File: src/hdl/tpt_pkg.sv
// Constants shared by the transmit timestamping block and its stamp memory
package tpt_pkg;
    // Field widths
    localparam int TIME_W     = 80;
    localparam int SEC_W      = 48;
    localparam int NS_W       = 32;
    localparam int TAG_W      = 16;
    localparam int LANE_W     = 5;
    localparam int NUM_LANES  = 20;
    localparam int OFFSET_W   = 16;
    localparam int ENTRY_W    = LANE_W + TAG_W + TIME_W;

    // Field positions in the system time word
    localparam int NS_LSB     = 0;
    localparam int SEC_LSB    = 32;
    localparam int TC_SIGN    = 63;
    localparam int TC_NS_LSB  = 16;
    localparam int TC_W       = 64;

    // Per-frame operation codes
    localparam logic [1:0] OP_NONE     = 2'h0;
    localparam logic [1:0] OP_ONE_STEP = 2'h1;
    localparam logic [1:0] OP_TWO_STEP = 2'h2;
    localparam logic [1:0] OP_RESERVED = 2'h3;

    // Checksum flag values
    localparam logic CKSUM_ABSENT  = 1'h0;
    localparam logic CKSUM_PRESENT = 1'h1;

    // Inserted field sizes in bytes
    localparam logic [15:0] STAMP_BYTES_NORMAL = 16'h000A;
    localparam logic [15:0] STAMP_BYTES_TC     = 16'h0008;
    localparam logic [15:0] CKSUM_BYTES        = 16'h0002;

    // One second in nanoseconds
    localparam logic [32:0] NS_PER_SEC = 33'h03B9ACA00;

    // Error flag reset value and the byte written over a zeroed checksum
    localparam logic        ERR_RESET   = 1'h0;
    localparam logic [7:0]  BYTE_ZERO   = 8'h00;
endpackage

File: src/hdl/tpt_stamp_mem.sv
// Small dual-port memory holding queued timestamp entries, registered read
module tpt_stamp_mem #(
    parameter int WIDTH  = 101,
    parameter int ADDR_W = 3
) (
    // Clock and reset
    input  wire logic              i_ref_clk,
    input  wire logic              i_srst,
    // Write port
    input  wire logic              i_wr_en,
    input  wire logic [ADDR_W-1:0] i_wr_addr,
    input  wire logic [WIDTH-1:0]  i_wr_data,
    // Read port
    input  wire logic              i_rd_en,
    input  wire logic [ADDR_W-1:0] i_rd_addr,
    output logic      [WIDTH-1:0]  o_rd_data
);
    logic [WIDTH-1:0] mem_q [2**ADDR_W];

    always_ff @(posedge i_ref_clk)
    begin
        if (i_wr_en)
        begin
            mem_q[i_wr_addr] <= i_wr_data;
        end
    end

    // Read register cleared so outputs are defined from reset
    always_ff @(posedge i_ref_clk)
    begin
        if (i_srst)
        begin
            o_rd_data <= '0;
        end
        else if (i_rd_en)
        begin
            o_rd_data <= mem_q[i_rd_addr];
        end
    end
endmodule

File: src/hdl/tpt_tx_stamp.sv
// Transmit timestamping: one-step insertion, two-step return, tag queue
//
// Contract
// - Normal mode time is 48-bit seconds then 32-bit nanoseconds.
// - Transparent mode: bit 63 sign, 62:16 nanoseconds, 15:0 fractional nanoseconds.
// - Stamp valid is high each cycle a stamp, tag and lane are presented.
// - Five-bit lane number says which of 20 lanes carried start of packet.
// - Tag output returns the tag supplied with the stamped frame.
// - Stamp output holds system time captured at start of packet, same format.
// - Opcode 00 takes no stamp and passes the frame unaltered.
// - Opcode 01 captures a stamp and writes it into the frame.
// - Opcode 10 returns the stamp, frame unchanged; 11 is reserved.
// - Tag ignored for no-operation; returned with stamp for one and two step.
// - Checksum flag set on one-step frames means the UDP checksum is zeroed.
// - Checksum offset counts bytes from first destination address byte at 0.
// - Stamp offset gives byte position of inserted field for one-step frames.
// - Sticky queue write and read errors, cleared only by transmit reset.
// - Lane correction enable adjusts one-step stamps by start-of-packet lane.
module tpt_tx_stamp #(
    parameter int          DATA_BYTES   = 8,
    parameter int          QUEUE_ADDR_W = 3,
    parameter int          BEAT_W       = 12,
    parameter logic [31:0] LANE_STEP_NS = 32'h0000_0001
) (
    // Clock and reset
    input  wire logic                         i_ref_clk,
    input  wire logic                         i_srst,
    // Configuration
    input  wire logic                         i_transparent_mode,
    input  wire logic                         i_lane_skew_correction_enable,
    input  wire logic [tpt_pkg::TIME_W-1:0]   i_tx_system_time_in,
    // Frame stream in
    input  wire logic                         i_tx_valid,
    input  wire logic                         i_tx_sop,
    input  wire logic                         i_tx_eop,
    input  wire logic [8*DATA_BYTES-1:0]      i_tx_data,
    input  wire logic [tpt_pkg::LANE_W-1:0]   i_tx_sop_lane,
    // Per-frame controls
    input  wire logic [1:0]                   i_tx_frame_stamp_opcode,
    input  wire logic [tpt_pkg::TAG_W-1:0]    i_tx_frame_tag,
    input  wire logic                         i_tx_frame_update_checksum,
    input  wire logic [tpt_pkg::OFFSET_W-1:0] i_tx_frame_checksum_offset,
    input  wire logic [tpt_pkg::OFFSET_W-1:0] i_tx_frame_stamp_byte_offset,
    // Frame stream out
    output logic                              o_tx_valid,
    output logic                              o_tx_sop,
    output logic                              o_tx_eop,
    output logic      [8*DATA_BYTES-1:0]      o_tx_data,
    // Stamp return
    output logic                              o_tx_stamp_valid,
    output logic      [tpt_pkg::LANE_W-1:0]   o_tx_stamp_lane_number,
    output logic      [tpt_pkg::TAG_W-1:0]    o_tx_stamp_tag_return,
    output logic      [tpt_pkg::TIME_W-1:0]   o_tx_stamp_value,
    // Status
    output logic                              o_tx_stamp_queue_write_error,
    output logic                              o_tx_stamp_queue_read_error
);
    localparam int DW = 8 * DATA_BYTES;

    typedef struct packed {
        logic                         adj_meta;
        logic                         adj_sync;
        logic [BEAT_W-1:0]            beat;
        logic [1:0]                   op;
        logic                         upd;
        logic [tpt_pkg::OFFSET_W-1:0] ck_off;
        logic [tpt_pkg::OFFSET_W-1:0] ts_off;
        logic [tpt_pkg::TIME_W-1:0]   ts;
        logic                         out_valid;
        logic                         out_sop;
        logic                         out_eop;
        logic                         out_stamp;
        logic [DW-1:0]                out_data;
        logic [QUEUE_ADDR_W:0]        wr_ptr;
        logic [QUEUE_ADDR_W:0]        rd_ptr;
        logic                         stamp_valid;
        logic                         wr_err;
        logic                         rd_err;
    } tpt_state_s;

    tpt_state_s q;
    tpt_state_s d;

    logic                         sop_beat;
    logic [1:0]                   cur_op;
    logic                         cur_upd;
    logic [tpt_pkg::OFFSET_W-1:0] cur_ck_off;
    logic [tpt_pkg::OFFSET_W-1:0] cur_ts_off;
    logic [BEAT_W-1:0]            cur_beat;
    logic [31:0]                  adj_ns;
    logic [32:0]                  ns_sum;
    logic [tpt_pkg::SEC_W-1:0]    sec_new;
    logic [tpt_pkg::NS_W-1:0]     ns_new;
    logic [tpt_pkg::TC_W-1:0]     tc_new;
    logic [tpt_pkg::TIME_W-1:0]   adj_time;
    logic [tpt_pkg::TIME_W-1:0]   cur_ts;
    logic [15:0]                  stamp_len;
    logic [15:0]                  byte_idx;
    logic [15:0]                  rel;
    logic [DW-1:0]                data_mod;
    logic                         q_full;
    logic                         q_empty;
    logic                         wr_req;
    logic                         rd_req;
    logic [tpt_pkg::ENTRY_W-1:0]  rd_entry;

    always_comb
    begin
        d = q;
        // Correction enable is quasi-static from another domain
        d.adj_meta = i_lane_skew_correction_enable;
        d.adj_sync = q.adj_meta;

        sop_beat   = i_tx_valid & i_tx_sop;
        // Controls taken from the first transfer, held for the frame
        cur_op     = sop_beat ? i_tx_frame_stamp_opcode      : q.op;
        cur_upd    = sop_beat ? i_tx_frame_update_checksum   : q.upd;
        cur_ck_off = sop_beat ? i_tx_frame_checksum_offset   : q.ck_off;
        cur_ts_off = sop_beat ? i_tx_frame_stamp_byte_offset : q.ts_off;
        cur_beat   = sop_beat ? '0 : q.beat;

        // Lane correction only for one-step frames
        adj_ns = '0;
        if (q.adj_sync && (i_tx_frame_stamp_opcode == tpt_pkg::OP_ONE_STEP))
        begin
            adj_ns = 32'(LANE_STEP_NS * 32'(i_tx_sop_lane));
        end

        // Time input is used directly: it already lives on this clock
        ns_sum  = {1'b0, i_tx_system_time_in[tpt_pkg::NS_LSB +: tpt_pkg::NS_W]} + {1'b0, adj_ns};
        sec_new = i_tx_system_time_in[tpt_pkg::SEC_LSB +: tpt_pkg::SEC_W];
        ns_new  = ns_sum[31:0];
        if (ns_sum >= tpt_pkg::NS_PER_SEC)
        begin
            ns_new  = 32'(ns_sum - tpt_pkg::NS_PER_SEC);
            sec_new = sec_new + 48'h1;
        end
        // Correction lands in the nanosecond field above the fraction
        tc_new = i_tx_system_time_in[tpt_pkg::TC_W-1:0]
                 + {16'h0000, adj_ns, 16'h0000};
        tc_new[tpt_pkg::TC_SIGN] = i_tx_system_time_in[tpt_pkg::TC_SIGN];
        adj_time = i_transparent_mode
                 ? {i_tx_system_time_in[tpt_pkg::TIME_W-1:tpt_pkg::TC_W], tc_new}
                 : {sec_new, ns_new};
        cur_ts    = sop_beat ? adj_time : q.ts;
        stamp_len = i_transparent_mode ? tpt_pkg::STAMP_BYTES_TC : tpt_pkg::STAMP_BYTES_NORMAL;

        // Byte 0 of a beat sits in the top lane
        data_mod = i_tx_data;
        byte_idx = '0;
        rel      = '0;
        for (int k = 0; k < DATA_BYTES; k++)
        begin
            byte_idx = 16'(cur_beat) * 16'(DATA_BYTES) + 16'(k);
            rel      = byte_idx - cur_ts_off;
            if (cur_op == tpt_pkg::OP_ONE_STEP)
            begin
                if ((byte_idx >= cur_ts_off) && (rel < stamp_len))
                begin
                    data_mod[8*(DATA_BYTES-1-k) +: 8] = i_transparent_mode
                        ? cur_ts[tpt_pkg::TC_W-1-8*rel[3:0] -: 8]
                        : cur_ts[tpt_pkg::TIME_W-1-8*rel[3:0] -: 8];
                end
                // Zeroed checksum is the UDP "not computed" value; even offset assumed
                if ((cur_upd == tpt_pkg::CKSUM_PRESENT) && (byte_idx >= cur_ck_off)
                    && (byte_idx - cur_ck_off < tpt_pkg::CKSUM_BYTES))
                begin
                    data_mod[8*(DATA_BYTES-1-k) +: 8] = tpt_pkg::BYTE_ZERO;
                end
            end
        end

        // Output stage; no-operation and two-step frames pass untouched
        d.out_valid = i_tx_valid;
        d.out_sop   = sop_beat;
        d.out_eop   = i_tx_valid & i_tx_eop;
        d.out_data  = data_mod;
        d.out_stamp = sop_beat && ((cur_op == tpt_pkg::OP_ONE_STEP)
                                || (cur_op == tpt_pkg::OP_TWO_STEP));

        if (i_tx_valid)
        begin
            d.beat = i_tx_eop ? '0 : cur_beat + BEAT_W'(1);
        end
        if (sop_beat)
        begin
            d.op     = cur_op;
            d.upd    = cur_upd;
            d.ck_off = cur_ck_off;
            d.ts_off = cur_ts_off;
            d.ts     = adj_time;
        end

        // Queue of pending stamps; reserved and no-op codes queue nothing
        q_empty = (q.wr_ptr == q.rd_ptr);
        q_full  = (q.wr_ptr == {~q.rd_ptr[QUEUE_ADDR_W], q.rd_ptr[QUEUE_ADDR_W-1:0]});
        wr_req  = d.out_stamp;
        rd_req  = q.out_valid & q.out_sop & q.out_stamp;
        if (wr_req)
        begin
            if (q_full)
            begin
                d.wr_err = 1'b1;
            end
            else
            begin
                d.wr_ptr = q.wr_ptr + (QUEUE_ADDR_W+1)'(1);
            end
        end
        d.stamp_valid = 1'b0;
        if (rd_req)
        begin
            if (q_empty)
            begin
                d.rd_err = 1'b1;
            end
            else
            begin
                d.rd_ptr      = q.rd_ptr + (QUEUE_ADDR_W+1)'(1);
                d.stamp_valid = 1'b1;
            end
        end
    end

    // Errors clear only on transmit path reset
    always_ff @(posedge i_ref_clk)
    begin
        if (i_srst)
        begin
            q        <= '0;
            q.wr_err <= tpt_pkg::ERR_RESET;
            q.rd_err <= tpt_pkg::ERR_RESET;
        end
        else
        begin
            q <= d;
        end
    end

    tpt_stamp_mem #(
        .WIDTH  (tpt_pkg::ENTRY_W),
        .ADDR_W (QUEUE_ADDR_W)
    ) u_stamp_mem (
        .i_ref_clk (i_ref_clk),
        .i_srst    (i_srst),
        .i_wr_en   (wr_req & ~q_full),
        .i_wr_addr (q.wr_ptr[QUEUE_ADDR_W-1:0]),
        .i_wr_data ({i_tx_sop_lane, i_tx_frame_tag, adj_time}),
        .i_rd_en   (rd_req & ~q_empty),
        .i_rd_addr (q.rd_ptr[QUEUE_ADDR_W-1:0]),
        .o_rd_data (rd_entry)
    );

    assign o_tx_valid = q.out_valid;
    assign o_tx_sop   = q.out_sop;
    assign o_tx_eop   = q.out_eop;
    assign o_tx_data  = q.out_data;

    assign o_tx_stamp_valid       = q.stamp_valid;
    assign o_tx_stamp_lane_number = rd_entry[tpt_pkg::ENTRY_W-1 -: tpt_pkg::LANE_W];
    assign o_tx_stamp_tag_return  = rd_entry[tpt_pkg::TIME_W +: tpt_pkg::TAG_W];
    assign o_tx_stamp_value       = rd_entry[tpt_pkg::TIME_W-1:0];

    assign o_tx_stamp_queue_write_error = q.wr_err;
    assign o_tx_stamp_queue_read_error  = q.rd_err;
endmodule

File: config.mk
export PLATFORM = sky130hd
export DESIGN_NAME = tpt_tx_stamp
export DESIGN_NICKNAME = d
export VERILOG_FILES = /design/src/hdl/tpt_pkg.sv /design/src/hdl/tpt_stamp_mem.sv /design/src/hdl/tpt_tx_stamp.sv
export SDC_FILE = /design/constraint.sdc
export NUM_CORES = 2
export LEC_CHECK = 0
export CORE_MARGIN = 4
export CORE_UTILIZATION = 30
export DETAILED_ROUTE_END_ITERATION = 12
export DONT_BUFFER_PORTS = 1
export PLACE_DENSITY = 0.53
export SYNTH_ARGS = -nofsm -noshare
export SYNTH_HDL_FRONTEND = slang
export SYNTH_SLANG_ARGS = --single-unit
File: constraint.sdc
create_clock -name i_ref_clk -period 21.7 [get_ports i_ref_clk]
set_clock_uncertainty 0.15 [all_clocks]
set_input_delay 3.255 -clock i_ref_clk [delete_from_list [all_inputs] [get_ports i_ref_clk]]
set_output_delay 3.255 -clock i_ref_clk [all_outputs]
set_load 0.05 [all_outputs]
; Yosys cells after proc, flatten, opt, wreduce, memory -nomap -nowiden
; Memory sizes are Yosys's and may differ from the RTL's. A register that Yosys moved wholly into a read port is not among the register bits.
; Index checks and enable logic that the tools add are counted.
[word_totals]
register_bits = 208
in_bits = 207
out_inout_bits = 171
word_cells = 208
memories = 1
ramBits = 808
[memory_table]
columns = name, depth, width, read_ports, rd_ports_with_merged_regs, write_ports, line_no
row1 = u_stamp_mem.mem_q, 8, 101, 1, 1, 1, tpt_stamp_mem.sv:18  ; logic [WIDTH-1:0] mem_q [2**ADDR_W];
[op_classes]
magnitude_cmp = 33
n_eq_ne = 5
bitwise = 10
n_shift = 16
muxes = 47
reduce_logical = 32
addsub = 46
[op_table]
columns = cell, n
row1 = 87-bit by 33-bit variable part select with 8-bit output, 16
row2 = 8-bit 2-to-1 mux, 32
row3 = 16-bit >= comparator, 14
row4 = 16-bit subtractor, 14
row5 = 80-bit 2-to-1 mux, 2
row6 = "16-bit by 2-bit < comparator with 1-bit output, second input constant", 8
row7 = 16-bit by 4-bit < comparator with 1-bit output, 8
row8 = "15-bit by 3-bit adder with 16-bit output, second input constant", 4
row9 = "6-bit by 7-bit subtractor with 8-bit output, first input constant", 8
row10 = "7-bit by 7-bit subtractor with 8-bit output, first input constant", 8
row11 = 63-bit by 48-bit adder with 63-bit output, 1
row12 = "48-bit by 1-bit adder with 48-bit output, second input constant", 1
row13 = 48-bit 2-to-1 mux, 1
row14 = 32-bit by 5-bit adder with 33-bit output, 1
row15 = "33-bit by 30-bit >= comparator with 1-bit output, second input constant", 1
row16 = "15-bit by 2-bit adder with 16-bit output, second input constant", 2
row17 = 15-bit by 16-bit >= comparator with 1-bit output, 2
row18 = 16-bit 2-to-1 mux, 2
row19 = 32-bit 2-to-1 mux, 1
row20 = 15-bit by 16-bit subtractor with 16-bit output, 2
row21 = "32-bit by 30-bit subtractor with 32-bit output, second input constant", 1
row22 = 1-bit logical AND, 26
row23 = 12-bit 2-to-1 mux, 2
row24 = "15-bit by 1-bit adder with 16-bit output, second input constant", 1
row25 = 13 further kinds, 31

; Logic depth before layout (Yosys ltp)
[depth]
ltp_word = 13
depth_mapped = 27
mapped_depth_nobuf = 22

; Hierarchy
; Synthesis repeated with hierarchy kept, for this count alone.
[hier_totals]
hier_cells = 5249
hier_area_um2 = 58361.0
[by_module_without_submodules]
columns = mod, seq_area_each_um2, cells_per_inst, instances, area_per_inst_um2
row1 = tpt_stamp_mem, 26285.2, 1856, 1, 34569.4
row2 = tpt_tx_stamp, 4164.0, 3393, 1, 23791.6

; Worst setup path after synthesis
; No wires, ideal clock.
[synth_timing]
path_type = in2reg
start = in i_tx_sop
end = mem u_stamp_mem.mem_q[0][0] (enable)
path_stages = 15
setup_time_ns = 0.685
n_path_buf = 8
arrival_ns = 13.582
required_time_ns = 20.865
slack_ns = 7.283
cell_sequence = clkbuf_1 -> and2_1 -> clkbuf_1 -> buf_1 -> clkbuf_1 -> clkbuf_1 -> clkbuf_1 -> clkbuf_1 -> clkbuf_1 -> nand2_1 -> nand2_1 -> ha_1 -> nor3_1 -> nand2b_1 -> nor3_1
[synth_via]
elab_chain_cells = 8
elab_cells_between_ends = 9
cone_classes = eq/ne (2) / mux (3) / bitwise (2) / reduce/logical (2)
[synth_rtl]
columns = element, line_no
row1 = start: declaration, tpt_tx_stamp.sv:34  ; input wire logic i_tx_sop,
row2 = 1-bit AND (*), tpt_tx_stamp.sv:114  ; sop_beat = i_tx_valid & i_tx_sop;
row3 = 2-bit 2-to-1 mux (*), tpt_tx_stamp.sv:116  ; cur_op = sop_beat ? i_tx_frame_stamp_opcode : q.op;
row4 = net cur_op[0], tpt_tx_stamp.sv:85  ; logic [1:0] cur_op;
row5 = 2-bit by 1-bit == test with 1-bit output or 2-bit == test (tied branches), "tpt_tx_stamp.sv:178, tpt_tx_stamp.sv:179"
row6 = 1-bit logical OR (*), tpt_tx_stamp.sv:179  ; || (cur_op == tpt_pkg::OP_TWO_STEP));
row7 = 1-bit logical AND (*), tpt_tx_stamp.sv:178  ; d.out_stamp = sop_beat && ((cur_op == tpt_pkg::OP_ONE_STEP)
row8 = 1-bit AND (*), tpt_tx_stamp.sv:246  ; .i_wr_en (wr_req & ~q_full),
row9 = 1-bit 2-to-1 mux (*), tpt_stamp_mem.sv:22  ; if (i_wr_en)
row10 = 1-bit 2-to-1 mux (not written as such) (*), tpt_stamp_mem.sv:24  ; mem_q[i_wr_addr] <= i_wr_data;
row11 = end: declaration, tpt_stamp_mem.sv:18
; Mark *: on every way through the listed nets, which the timed path passes. The rest lies on a longest branch.

; Final worst setup path
[layout_timing]
start = in i_tx_frame_stamp_opcode[0]
end = reg q (netlist bit o_tx_data[0])
[layout_via]
elab_chain_cells = 13
elab_cells_between_ends = 19
cone_classes = add/sub (3) / order compare (1) / eq/ne (2) / shift (2) / mux (10) / reduce/logical (1)
[layout_rtl]
columns = element, line_no
row1 = start: declaration, tpt_tx_stamp.sv:39  ; input wire logic [1:0] i_tx_frame_stamp_opcode,
row2 = 2-bit by 1-bit == test with 1-bit output (*), tpt_tx_stamp.sv:124  ; if (q.adj_sync && (i_tx_frame_stamp_opcode == tpt_pkg::OP_ONE_STEP))
row3 = 1-bit logical AND (*), tpt_tx_stamp.sv:124
row4 = 5-bit 2-to-1 mux (*), tpt_tx_stamp.sv:124
row5 = 32-bit by 5-bit adder with 33-bit output, tpt_tx_stamp.sv:130  ; ns_sum = {1'b0, i_tx_system_time_in[tpt_pkg::NS_LSB +: tpt_pkg::NS_W]} + {1'b0, adj_ns};
row6 = 33-bit by 30-bit >= comparator with 1-bit output, tpt_tx_stamp.sv:133  ; if (ns_sum >= tpt_pkg::NS_PER_SEC)
row7 = 48-bit 2-to-1 mux, tpt_tx_stamp.sv:133
row8 = 80-bit 2-to-1 mux (*), tpt_tx_stamp.sv:143  ; ? {i_tx_system_time_in[tpt_pkg::TIME_W-1:tpt_pkg::TC_W], tc_new}
row9 = net adj_time (one bit), tpt_tx_stamp.sv:95  ; logic [tpt_pkg::TIME_W-1:0] adj_time;
row10 = 80-bit 2-to-1 mux (*), tpt_tx_stamp.sv:145  ; cur_ts = sop_beat ? adj_time : q.ts;
row11 = 87-bit by 33-bit variable part select with 8-bit output (on tied branches), "tpt_tx_stamp.sv:162, tpt_tx_stamp.sv:161"
row12 = 8-bit 2-to-1 mux (*), tpt_tx_stamp.sv:161  ; ? cur_ts[tpt_pkg::TC_W-1-8*rel[3:0] -: 8]
row13 = 8-bit 2-to-1 mux (*), tpt_tx_stamp.sv:158  ; if ((byte_idx >= cur_ts_off) && (rel < stamp_len))
row14 = 8-bit 2-to-1 mux (*), tpt_tx_stamp.sv:165  ; if ((cur_upd == tpt_pkg::CKSUM_PRESENT) && (byte_idx >= cur_ck_off)
row15 = 8-bit 2-to-1 mux (*), tpt_tx_stamp.sv:156  ; if (cur_op == tpt_pkg::OP_ONE_STEP)
row16 = end: declaration, tpt_tx_stamp.sv:81  ; tpt_state_s q;
; Marks and branches as above.
; A chain may end at the register's enable or synchronous reset.

==> results.cfg <==
[synthesis]
syn_inst = 5181
synthMuxAreaShare = 0.115
yosysMostFrequentCell = edfxtp_1
syn-num-nets = 5459
ys.flop_type = edfxtp_1
synth_top_family_by_area = compound AO/OA/AOI/OAI gates
synth_compound_area_frac = 0.145
synth-edff-count = 808
synth_common_cells = edfxtp_1 (808), nor2_1 (470), nand2_1 (402)
yosysUniqueCellTypes = 103
yosys.area_share.adder = 0.0161
synth_area_per_cell_sq_um = 11.3
synth.largest_area_cell = edfxtp_1
ys_async_sr_fraction = 0
yosys.area_share.simple = 0.130
yosysWarnings = 0
syn_area_sq_mm = 0.0585
ys_top_cells_by_area = edfxtp_1 (41%), dfxtp_1 (11%), mux4_2 (7.9%)
ys_seq_elements = 1117
synth-xor-area-share = 0.0353
yosysTopAreaCellShare = 0.415
yosysSeqAreaShare = 0.520

[drt]
viasPerCell = 5.76
drc = 0
ant_nets = 0
drt_iter0_markers = 4733
first_pass_iters = 6
routedWlPerCell_microns = 29.9
routed_wl_mm = 229
via_count = 44200

[timing]
hold_violations = 0
min_period_ps = 9960
final_max_slew_viol_count = 0
worst_pin_slew_ps = 1330
period_share = 0.459
tns_ps = 0
slew-limit-headroom = 0.0906
setup_violations = 0
max_freq_mhz = 100
rsz0062_at_grt = no

[setup_path]
worstSetupEndpointType = flop
start_kind = primary input
criticalPathCategory = in -> reg
cp.arrival_ps = 10430
cp-startpoint = i_tx_frame_stamp_opcode[0]
critPathRequiredTime_ps = 22170
crit_fanout = 26
reg2reg_from = q[206]$_SDFF_PP0_

[global_route]
first_global_vias = 42200
grt_util_all_layers = 0.219
globalRouteOverflowTotal = 0
antenna_found_initial = 41
grt_max_degree = 282
grt_pass1_wl_mm = 324

[final_layout]
nNetsFinal = 5300
area_delta_synth_final_pct = 11.3
utilization = 0.337
fin_area_sq_mm = 0.0651
drive_above_1_share = 0.124

[outcome]
status = complete, no violations

[clock_tree]
cts.sinks = 1117
numCtsBuffers = 130
cts_max_level = 4
tritoncts = built
path_clk_slew_ps = 70
cts_max_path_buffers = 3
post_cts_buffers = 0
ctsResizeCount = 0
clk_latency_ps = 780
root_buffer = clkbuf_16
cts_hold_buf = 0

[placed_design]
dp_hpwl_mm = 166
portBuffers = 0
gp_congestion = 0.980
dpl_cell_area_sq_mm = 0.0609

[floorplanning]
die_x_microns = 450
coreArea_sq_mm = 0.193
die_area_sq_mm = 0.202
num_rows = 161
die_h_microns = 450
initial_core_util = 0.303
num_io_pins = 378

[power]
sw_frac_of_total = 0.283
power_frac_clock = 0.412
p_sw_mw = 1.49
power-per-cell-area_mw_per_mm2 = 80.7
p_comb_frac = 0.137
power.leakage_nw = 20.7
share_seq_of_total_power = 0.451
intPower_mw = 3.77
ir_drop_uv = 61.2

[hold_path]
min_from = d[206]$_SDFF_PP0_
hp-class = reg -> reg

[flow_run]
drv_cap = 0
cell type report:
class                      count  area [sq um]
tap                         2526          3160
clock buffer                 166          3470
timing repair buffer         114           881
inverter                     109           409
fill                       19300        128000
clock inverter                68           708
antenna                       24          60.1
multi-input combinational   3550         26000
sequential                  1117         30500
metal layers:
layer  up-vias  global-route usage  wire, microns
met5         -                   0             98
met1     22200               0.267          89500
li1      19600                   -              -
met4        14              0.0994          11600
met3       487              0.0495          17000
met2      1937               0.370         111000
path summary, 6_finish.rpt:
check                                          endpoint  slack, ps  depth (start not counted)
worst max-delay path            o_tx_data[0]$_SDFF_PP0_      11740                         22
worst min-delay path                  q[206]$_SDFF_PP0_        290                          1
worst max register to register  o_tx_data[0]$_SDFF_PP0_      13840                         22
worst min register to register        q[206]$_SDFF_PP0_        290                          1
cell families (layout without fill, tap and decap cells):
kind of cell             Yosys count  after routing
AO/OA/AOI/OAI                   1240           1240
XOR/XNOR                         236            236
adder cells (fa/ha/maj)           74             74
buffers and inverters            514            457
flip-flops                      1117           1117
multiplexers                     413            413
other                              0             24
AND/OR/NAND/NOR                 1587           1587
stage by stage:
stage / total power, mW / setup WS, ps / hold slack [ps] / std cells
2_1_floorplan: 2.88 / 7280 / 264 / 5181
5_1_grt: 5.45 / 11310 / 312 / 7662
6_report: 5.25 / 11740 / 288 / 7674
4_1_cts: 5.30 / 11920 / 292 / 7650
3_5_place_dp: 3.11 / 11120 / 276 / 7416
3_3_place_gp: 3.12 / 11220 / 270 / 7416
critical path, stage by stage:
cell      delay, ps
and3b_1         260
and2_1          220
ha_1            220
ha_1            270
a211o_1         310
a222oi_1        340
o21a_2          560
nor2_1          160
and3_1          270
xnor2_1         160
ha_1            230
a21oi_1         110
o211ai_1        460
a211o_1         620
o211ai_2        480
buf_4           330
a21oi_1         350
xnor2_1         300
a221oi_1        790
mux2i_1         360
a22oi_1         230
o21ai_0         110
flip-flops by register name, summed over array words and instances (netlist names):
name / count
o_tx_stamp_queue_read_error: 1
q: 137
o_tx_stamp_queue_write_error: 1
o_tx_eop: 1
u_stamp_mem.mem_q: 808
o_tx_data: 64
o_tx_stamp_valid: 1
u_stamp_mem.o_rd_data: 101
d: 1
o_tx_sop: 1
o_tx_valid: 1
placed cells by master, fill, tap and decap left out, types with 39 or more instances in the layout:
cell type,count
nor4_1,58
nand3_1,138
a21o_1,55
nand4_1,59
o211ai_1,39
xor2_1,87
xnor2_1,149
buf_4,112
inv_1,99
a21oi_1,243
a31oi_1,57
o21ai_0,230
ha_1,68
edfxtp_1,808
a211oi_1,150
o31ai_1,51
and2_1,40
clkbuf_16,132
nor2_1,461
nand2_1,401
mux4_2,206
nor3_1,152
mux2i_1,191
or3_1,39
dfxtp_1,306
power groups by stage:
stage | sequential (mW) | combinational, mW | clock [mW]
global route | 2.37 | 0.763 | 2.31
floorplan | 2.38 | 0.500 | 0
global placement | 2.42 | 0.703 | 0
detailed placement | 2.42 | 0.699 | 0
finish | 2.37 | 0.721 | 2.16
CTS | 2.37 | 0.702 | 2.22
Power figures use the tool's default switching activity.
